==> src/dcrc_pkg.sv <==
package dcrc_pkg;

	// -------------------------------------------------------------------
	// Timing
	// -------------------------------------------------------------------
	localparam int CLK_PERIOD_NS = 10;
	localparam int T_REFI_NS = 7800;
	// A longest interval rounds down to whole cycles.
	localparam int SR_REFRESH_CYCLES = T_REFI_NS / CLK_PERIOD_NS;
	localparam logic [9:0] SR_CNT_LAST = 10'(SR_REFRESH_CYCLES - 1);

	// -------------------------------------------------------------------
	// Field positions, limits and reset values
	// -------------------------------------------------------------------
	localparam int AUTO_PRE_BIT = 10;
	localparam logic [2:0] AL_MAX = 3'h6;
	localparam int PIPE_DEPTH = 6;
	localparam logic [4:0] HALF_BL4 = 5'h02;
	localparam logic [4:0] HALF_BL8 = 5'h04;
	localparam logic [1:0] LAST_PAIR_BL4 = 2'h1;
	localparam logic [1:0] LAST_PAIR_BL8 = 2'h3;
	localparam logic [9:0] SR_CNT_RESET = 10'h000;
	localparam logic [4:0] AP_CNT_RESET = 5'h00;

	typedef enum logic [0:0] {
		DCRC_ST_NORMAL = 1'b0,
		DCRC_ST_SELF = 1'b1
	} dcrc_mode_t;

	// Command pins as seen at the device.
	typedef struct packed {
		logic cke;
		logic cs_n;
		logic ras_n;
		logic cas_n;
		logic we_n;
		logic [1:0] ba;
		logic [12:0] addr;
	} dcrc_pins_t;

	localparam dcrc_pins_t PINS_RESET = '{1'b0, 1'b1, 1'b1, 1'b1, 1'b1,
		2'h0, 13'h0000};

	// Column command on its way through the additive latency pipe.
	typedef struct packed {
		logic valid;
		logic write;
		logic [1:0] bank;
		logic [9:0] col;
	} dcrc_col_t;

	// One clock of burst: two columns, one per data edge.
	typedef struct packed {
		logic valid;
		logic write;
		logic [1:0] bank;
		logic [9:0] col_a;
		logic [9:0] col_b;
	} dcrc_beat_t;

	// Burst configuration from the mode registers.
	typedef struct packed {
		logic [2:0] al;
		logic [2:0] cl;
		logic [2:0] wr;
		logic bl8;
		logic interleave;
	} dcrc_cfg_t;

	typedef struct packed {
		logic open;
		logic [12:0] row;
		logic [4:0] ap_cnt;
	} dcrc_bank_t;

endpackage

==> src/dcrc_bank.sv <==
`timescale 1ns/1ps
`default_nettype none
module dcrc_bank (
	// Clock and reset
	input wire logic i_mclk,
	input wire logic i_rst,
	// Events for this bank
	input wire logic i_act,
	input wire logic i_close,
	input wire logic i_ap_load,
	input wire logic [4:0] i_ap_cnt,
	input wire logic [12:0] i_row,
	// State
	output logic o_open,
	output logic [12:0] o_row
);
	import dcrc_pkg::*;

	dcrc_bank_t s;
	dcrc_bank_t next_s;

	always_comb
	begin
		next_s = s;
		if (i_act)
		begin
			next_s.open = 1'b1;
			next_s.row = i_row;
		end
		if (s.ap_cnt != AP_CNT_RESET)
		begin
			next_s.ap_cnt = s.ap_cnt - 5'h01;
			if (s.ap_cnt == 5'h01)
			begin
				next_s.open = 1'b0;
			end
		end
		// An explicit close also drops a pending auto precharge, so it
		// cannot later close a row that was opened again.
		if (i_close)
		begin
			next_s.open = 1'b0;
			next_s.ap_cnt = AP_CNT_RESET;
		end
		if (i_ap_load)
		begin
			next_s.ap_cnt = i_ap_cnt;
		end
	end

	always_ff @(posedge i_mclk or posedge i_rst)
	begin
		if (i_rst)
		begin
			s <= '{1'b0, 13'h0000, AP_CNT_RESET};
		end
		else
		begin
			s <= next_s;
		end
	end

	assign o_open = s.open;
	assign o_row = s.row;

endmodule
`default_nettype wire

==> src/dcrc_top.sv <==
`timescale 1ns/1ps
`default_nettype none
module dcrc_top (
	// Clock and reset
	input wire logic i_mclk,
	input wire logic i_rst,
	// Command pins
	input wire dcrc_pkg::dcrc_pins_t i_pins,
	// Mode register settings
	input wire dcrc_pkg::dcrc_cfg_t i_cfg,
	// Bank state
	output logic [3:0] o_bank_open,
	output logic [3:0][12:0] o_bank_row,
	// Column traffic towards the array
	output dcrc_pkg::dcrc_beat_t o_beat,
	// Refresh and power state
	output logic o_self_refresh,
	output logic o_dll_on,
	output logic o_refresh
);
	import dcrc_pkg::*;

	typedef struct packed {
		dcrc_pins_t sync1;
		dcrc_pins_t sync2;
		logic cke_q;
		dcrc_mode_t mode;
		dcrc_col_t [PIPE_DEPTH-1:0] pipe;
		dcrc_col_t bst_cmd;
		logic [1:0] bst_pair;
		logic bst_active;
		dcrc_beat_t beat;
		logic [9:0] sr_cnt;
		logic refresh;
	} dcrc_state_t;

	dcrc_state_t s;
	dcrc_state_t next_s;
	dcrc_pins_t p;
	logic dec_en;
	logic cmd_act;
	logic cmd_col;
	logic cmd_pre;
	logic cmd_ref;
	logic sr_entry;
	logic [2:0] al;
	logic [4:0] half_bl;
	logic [4:0] ap_cnt;
	logic close_all;
	dcrc_col_t col_new;
	dcrc_col_t col_issue;

	assign p = s.sync2;

	function automatic logic [9:0] dcrc_wrap(input logic [9:0] start,
		input logic [2:0] idx, input logic bl8, input logic il);
		logic [2:0] low;
		if (il)
		begin
			low = start[2:0] ^ idx;
		end
		else
		begin
			low = {start[2] ^ idx[2], 2'(start[1:0] + idx[1:0])};
		end
		if (bl8)
		begin
			return {start[9:3], low};
		end
		return {start[9:2], low[1:0]};
	endfunction

	// -------------------------------------------------------------------
	// Command decode
	// -------------------------------------------------------------------
	always_comb
	begin
		dec_en = (s.mode == DCRC_ST_NORMAL) && !p.cs_n && p.cke && s.cke_q;
		cmd_act = dec_en && !p.ras_n && p.cas_n && p.we_n;
		cmd_col = dec_en && p.ras_n && !p.cas_n;
		cmd_pre = dec_en && !p.ras_n && p.cas_n && !p.we_n;
		cmd_ref = dec_en && !p.ras_n && !p.cas_n && p.we_n;
		sr_entry = (s.mode == DCRC_ST_NORMAL) && s.cke_q && !p.cke
			&& !p.cs_n && !p.ras_n && !p.cas_n && p.we_n;
		close_all = (cmd_pre && p.addr[AUTO_PRE_BIT]) || cmd_ref || sr_entry;
		al = (i_cfg.al > AL_MAX) ? AL_MAX : i_cfg.al;
		half_bl = i_cfg.bl8 ? HALF_BL8 : HALF_BL4;
		// Counter is loaded one edge after decode, hence the minus one.
		if (p.we_n)
		begin
			ap_cnt = 5'(al) + half_bl - 5'h01;
		end
		else
		begin
			// write: WL plus BL/2 plus recovery
			ap_cnt = 5'(al) + 5'(i_cfg.cl) - 5'h01 + half_bl
				+ 5'(i_cfg.wr) - 5'h01;
		end
		col_new = '{cmd_col, !p.we_n, p.ba, p.addr[9:0]};
	end

	// -------------------------------------------------------------------
	// Banks
	// -------------------------------------------------------------------
	genvar g;
	generate
		for (g = 0; g < 4; g++)
		begin : g_bank
			dcrc_bank u_bank (
				.i_mclk(i_mclk),
				.i_rst(i_rst),
				.i_act(cmd_act && (p.ba == 2'(g))),
				.i_close(close_all
					|| (cmd_pre && (p.ba == 2'(g)))),
				.i_ap_load(cmd_col && p.addr[AUTO_PRE_BIT]
					&& (p.ba == 2'(g))),
				.i_ap_cnt(ap_cnt),
				.i_row(p.addr),
				.o_open(o_bank_open[g]),
				.o_row(o_bank_row[g])
			);
		end
	endgenerate

	// -------------------------------------------------------------------
	// Next state
	// -------------------------------------------------------------------
	always_comb
	begin
		next_s = s;
		next_s.sync1 = i_pins;
		next_s.sync2 = s.sync1;
		next_s.cke_q = p.cke;
		next_s.refresh = cmd_ref;
		next_s.pipe[0] = col_new;
		for (int i = 1; i < PIPE_DEPTH; i++)
		begin
			next_s.pipe[i] = s.pipe[i-1];
		end
		col_issue = (al == 3'h0) ? col_new : s.pipe[al - 3'h1];
		// early commands rely on programmed latency
		if (col_issue.valid)
		begin
			// A new column command cuts the running burst short.
			next_s.bst_cmd = col_issue;
			next_s.bst_pair = 2'h0;
			next_s.bst_active = 1'b1;
		end
		else if (s.bst_active)
		begin
			if (s.bst_pair == (i_cfg.bl8 ? LAST_PAIR_BL8 : LAST_PAIR_BL4))
			begin
				next_s.bst_active = 1'b0;
			end
			else
			begin
				next_s.bst_pair = s.bst_pair + 2'h1;
			end
		end
		next_s.beat.valid = next_s.bst_active;
		next_s.beat.write = next_s.bst_cmd.write;
		next_s.beat.bank = next_s.bst_cmd.bank;
		next_s.beat.col_a = dcrc_wrap(next_s.bst_cmd.col,
			{next_s.bst_pair, 1'b0}, i_cfg.bl8, i_cfg.interleave);
		next_s.beat.col_b = dcrc_wrap(next_s.bst_cmd.col,
			{next_s.bst_pair, 1'b1}, i_cfg.bl8, i_cfg.interleave);
		// self refresh timer and exit
		// The timer runs on the input clock; the controller must keep it
		// running, since a real part would use its own oscillator here.
		case (s.mode)
			DCRC_ST_NORMAL:
			begin
				next_s.sr_cnt = SR_CNT_RESET;
				if (sr_entry)
				begin
					next_s.mode = DCRC_ST_SELF;
				end
			end
			DCRC_ST_SELF:
			begin
				next_s.sr_cnt = (s.sr_cnt == SR_CNT_LAST) ? SR_CNT_RESET
					: s.sr_cnt + 10'h001;
				next_s.refresh = (s.sr_cnt == SR_CNT_LAST);
				// exit relies on idle commands after
				if (p.cke)
				begin
					next_s.mode = DCRC_ST_NORMAL;
				end
			end
			default:
			begin
				next_s.mode = DCRC_ST_NORMAL;
			end
		endcase
	end

	always_ff @(posedge i_mclk or posedge i_rst)
	begin
		if (i_rst)
		begin
			s <= '{PINS_RESET, PINS_RESET, 1'b0, DCRC_ST_NORMAL, '0, '0,
				2'h0, 1'b0, '0, SR_CNT_RESET, 1'b0};
		end
		else
		begin
			s <= next_s;
		end
	end

	assign o_beat = s.beat;
	assign o_self_refresh = (s.mode == DCRC_ST_SELF);
	assign o_refresh = s.refresh;

	logic dll_on;
	always_ff @(posedge i_mclk or posedge i_rst)
	begin
		if (i_rst)
		begin
			dll_on <= 1'b1;
		end
		else
		begin
			dll_on <= (next_s.mode == DCRC_ST_NORMAL);
		end
	end
	assign o_dll_on = dll_on;

	// No command that could move a bank's state is being decoded.
	logic no_cmd;
	assign no_cmd = !(cmd_act || cmd_col || cmd_pre || cmd_ref || sr_entry);
endmodule
`default_nettype wire

==> config.mk <==
export PLATFORM = sky130hd
export DESIGN_NAME = dcrc_top
export DESIGN_NICKNAME = d
export VERILOG_FILES = /design/src/dcrc_pkg.sv /design/src/dcrc_bank.sv /design/src/dcrc_top.sv
export SDC_FILE = /design/constraint.sdc
export NUM_CORES = 1
export LEC_CHECK = 0
export ABC_AREA = 1
export BUFFER_PORTS_ARGS = -buffer_cell sky130_fd_sc_hd__buf_2
export CAP_MARGIN = 20
export CORE_MARGIN = 10
export CORE_UTILIZATION = 62
export CTS_CLUSTER_DIAMETER = 200
export DETAILED_ROUTE_END_ITERATION = 10
export MAX_ROUTING_LAYER = met4
export PLACE_DENSITY = 0.84
export SYNTH_ARGS = -nofsm -noshare
export SYNTH_HDL_FRONTEND = slang
export SYNTH_SLANG_ARGS = --single-unit
==> constraint.sdc <==
create_clock -name i_mclk -period 18.2 [get_ports i_mclk]
set_input_delay 3.64 -clock i_mclk [delete_from_list [all_inputs] [get_ports i_mclk]]
set_output_delay 3.64 -clock i_mclk [all_outputs]
set_load 0.02 [all_outputs]
==> summary.txt <==
Pwr
  • Comb power frac: 0.209
  • Pwr dens: 131 nW/um^2
  • Seq pwr share: 0.439
  • Standby leakage power: 5.64 nW
  • Switching fraction of total power: 0.297
  • Internal Dissipation: 1.01 mW
  • Largest vdd supply drop: 0.112 mV
  • Clock power share: 0.352
  • Net switching power figure: 0.424 mW

Finish
  • Non-filler cells in the finished layout: 1289
  • Final Util: 0.691
  • Most common cell after layout, fill and taps aside: sky130_fd_sc_hd__nand2_1
  • Proportion of layout cells with a drive suffix above 1: 0.182
  • Count of fill cells added during filler insertion: 1156
  • Commonest cells after routing, fill and taps aside: sky130_fd_sc_hd__nand2_1, sky130_fd_sc_hd__dfrtp_1, sky130_fd_sc_hd__buf_2
  • Area added between synthesis and finish: 10.0%
  • # diodes: 0
  • Net total in the final layout: 1116

Synth
  • Area of the mapped netlist: 9940 um^2
  • Post-Synthesis Net Count: 1076
  • Synthesis-stage register bit count: 234
  • Area fraction of the dominant cell type after synthesis: 0.566
  • Fraction of registers with async set or reset after synthesis: 1.00
  • Library cell occupying the most area in the post-synthesis netlist: sky130_fd_sc_hd__dfrtp_1
  • Synth warn: 0
  • Cells after Synth: 1015
  • Number of distinct library cells after synthesis: 41
  • Leading register cell type out of synthesis: sky130_fd_sc_hd__dfrtp_1
  • Sequential element share of the synthesized area: 0.590
  • Biggest area contributors in the synthesized netlist: sky130_fd_sc_hd__dfrtp_1, sky130_fd_sc_hd__nand2_1, sky130_fd_sc_hd__buf_4, sky130_fd_sc_hd__o21ai_0, sky130_fd_sc_hd__inv_1
  • Post-synth EDFFs: 0
  • Avg Cell Area, Syn: 9.80 um^2

GRT
  • Overall fraction of global-route tracks in use: 0.208
  • Number of antenna violations at the first check in global routing: 0
  • Maximum number of pins on one net before global-route repair: 95
  • Global-route wire length before repair: 35800 um
  • Via count of the first global-routing pass: 7124
  • Total overflow reported by the global router: 0

Hold path
  • Hold path endpoint: col_new[8]$_DFF_PP0_
  • Hold path cells: 0
  • Class of the tightest hold or removal check: register to register
  • Launch point of the worst hold path: next_s[146]$_DFF_PP0_

Floorplanning
  • Placeable core area: 15800 um^2
  • Starting density of the core: 0.628
  • Y dimension of the die: 147 um
  • IO Count: 116
  • Floorplan die width: 147 um
  • Number of core rows: 46
  • Die Area: 21500 um^2

STA
  • Max-slew headroom at the worst pin: 0.414
  • Upper clock frequency limit: 156 MHz
  • Count of final setup violators: 0
  • Final Hold Fails: 0
  • Final worst path period share: 0.353
  • Setup skew after layout: 0.0150 ns
  • Smallest setup slack after layout: 11.77 ns
  • Transition time of the tightest slew-check pin: 0.879 ns
  • Final Max Tran Viols: 0
  • Minimum clock period after layout: 6.43 ns
  • Unrepaired setup endpoints after global routing: false
  • Setup TNS Final: 0 ns
  • Hold slack: 0.344 ns

Critical path
  • Maximum fanout count along the critical path: 25
  • Endpoint arrival time on the critical path: 6.81 ns
  • Crit path capture type: register
  • CP Launch Type: primary input
  • Endpoint of the most critical register-to-register path: g_bank[2].u_bank.o_row[6]$_DFFE_PP0P_
  • Start point of the critical path: i_cfg[9]
  • Data required time of the critical path: 18.58 ns
  • Register-to-Register Path Depth: 7
  • WS Path Type: primary input to register
  • Startpoint of the worst register-to-register path: o_self_refresh$_DFF_PP0_
  • Worst-case register-to-register setup slack: 15.90 ns

CTS
  • CTS Hold Buffers Added: 0
  • Count of cells resized by post-cts repair: 0
  • Skew-Pair Late Insertion Delay: 0.51 ns
  • H-tree depth: 1
  • Clock tree from TritonCTS: built
  • Number of buffers added by the clock tree synthesis step: 24
  • Sinks on the clock net: 234
  • Buffers from clock root to sink, at most: 3
  • CTS clock-pin slew for the worst setup and hold paths: 0.06 ns
  • Post-CTS repair timing setup buffer count: 0
  • Library cell used as clock root buffer: sky130_fd_sc_hd__clkbuf_16

Detailed routing
  • Wirelength, routed: 21400 um
  • Final ANT Viol Nets: 0
  • DRT iter0 DRCs: 510
  • Routed length per placed instance: 16.6 um
  • Detail-routed via count per cell: 5.31
  • DRC Markers: 0
  • 1st-pass router iterations: 5
  • Via count of the routed design: 6850

Outcome
  • Outcome: finished, final reports clean

Placement
  • Detailed Place HPWL: 14500 um
  • DP Worst Slack: 11.31 ns
  • Count of input and output buffers: 115
  • Cells after DPL: 1245
  • Routability-driven placement congestion ratio: 0.861

Job
  • Max-cap violation count: 0
## Yosys cell counts, types with 2 or more instances
master / instances
sky130_fd_sc_hd__a22oi_1: 4
sky130_fd_sc_hd__nand3_2: 5
sky130_fd_sc_hd__dfstp_2: 9
sky130_fd_sc_hd__nor2_1: 50
sky130_fd_sc_hd__nor3_1: 11
sky130_fd_sc_hd__o21ai_0: 82
sky130_fd_sc_hd__inv_1: 105
sky130_fd_sc_hd__a31oi_1: 7
sky130_fd_sc_hd__o22ai_1: 7
sky130_fd_sc_hd__dfrtp_1: 225
sky130_fd_sc_hd__inv_2: 4
sky130_fd_sc_hd__clkbuf_1: 11
sky130_fd_sc_hd__nand2_4: 2
sky130_fd_sc_hd__nand2_2: 3
sky130_fd_sc_hd__a21oi_1: 27
sky130_fd_sc_hd__or2_2: 11
sky130_fd_sc_hd__nand3_1: 50
sky130_fd_sc_hd__fa_1: 6
sky130_fd_sc_hd__nand2_1: 238
sky130_fd_sc_hd__xor2_1: 13
sky130_fd_sc_hd__buf_2: 11
sky130_fd_sc_hd__nand4_1: 3
sky130_fd_sc_hd__nand3b_1: 4
sky130_fd_sc_hd__buf_4: 80
sky130_fd_sc_hd__o31ai_1: 6
sky130_fd_sc_hd__xnor2_1: 2
sky130_fd_sc_hd__o2111ai_1: 3
sky130_fd_sc_hd__ha_1: 22
sky130_fd_sc_hd__a211oi_1: 2
## metrics by stage
stage               area [um^2]  total power [mW]
global route              10900              1.51
detailed placement        10100             0.932
CTS                       10900              1.44
floorplan                  9940             0.884
finish                    10900              1.43
global placement          10100             0.918
## worst max-delay path, stage by stage
cell,delay (ns)
sky130_fd_sc_hd__buf_2,0.43
sky130_fd_sc_hd__nand2_4,0.18
sky130_fd_sc_hd__nand2_4,0.25
sky130_fd_sc_hd__fa_1,0.23
sky130_fd_sc_hd__inv_1,0.06
sky130_fd_sc_hd__fa_1,0.38
sky130_fd_sc_hd__inv_1,0.08
sky130_fd_sc_hd__fa_1,0.41
sky130_fd_sc_hd__inv_1,0.07
sky130_fd_sc_hd__ha_1,0.15
sky130_fd_sc_hd__fa_1,0.40
sky130_fd_sc_hd__nand2_1,0.08
sky130_fd_sc_hd__o21ai_0,0.21
sky130_fd_sc_hd__nand2_1,0.15
sky130_fd_sc_hd__a21oi_1,0.07
## layout make-up
type	instances	area, um^2	area share
clock buffers	39	758	0.0693
clock inverters	5	75.1	0.00686
inverters	109	417	0.0381
multi-input cells	568	2960	0.270
flip-flops and latches	234	5870	0.536
well taps	216	270	0.0247
repair buffers	118	598	0.0547
## how the worst max path moves through the flow
stage,endpoint,cells after the start
floorplan,col_new[0]$_DFF_PP0_,1
global placement,g_bank[2].u_bank.s[3]$_DFFE_PP0P_,15
detailed placement,g_bank[2].u_bank.s[3]$_DFFE_PP0P_,15
CTS,g_bank[3].u_bank.s[3]$_DFFE_PP0P_,15
global route,g_bank[2].u_bank.s[3]$_DFFE_PP0P_,15
finish,g_bank[2].u_bank.s[3]$_DFFE_PP0P_,15
## kinds of logic after synthesis
| kind of cell | synth area share |
|---|---|
| buf+inv | 0.113 |
| simple gates | 0.168 |
| compound gates | 0.0766 |
| fa+ha+maj | 0.0398 |
| xor+xnor | 0.0132 |
| flops | 0.590 |
## power by group through the flow
stage	registers [mW]	logic, mW	clock network (mW)
6_report	0.627	0.299	0.504
5_1_grt	0.635	0.342	0.534
4_1_cts	0.627	0.301	0.513
3_5_place_dp	0.634	0.298	0
3_3_place_gp	0.632	0.286	0
2_1_floorplan	0.624	0.261	0
## sequential cells by signal (all words and copies together), names as in the netlist, 4 cells and up
| name | flops |
|---|---|
| g_bank.u_bank.o_row | 52 |
| next_s | 91 |
| g_bank.u_bank.s | 20 |
| col_new | 12 |
| s | 29 |
| p | 7 |
| o_beat | 16 |
| g_bank.u_bank.o_open | 4 |
## layer usage
metal  GRT usage  vias up  share of wire
met5           -        -              0
met4      0.0831        0          0.032
met3      0.0433       59          0.067
met2       0.335      235           0.49
met1       0.253     3321           0.41
li1            -     3235              -
Power figures use the tool's default switching activity.
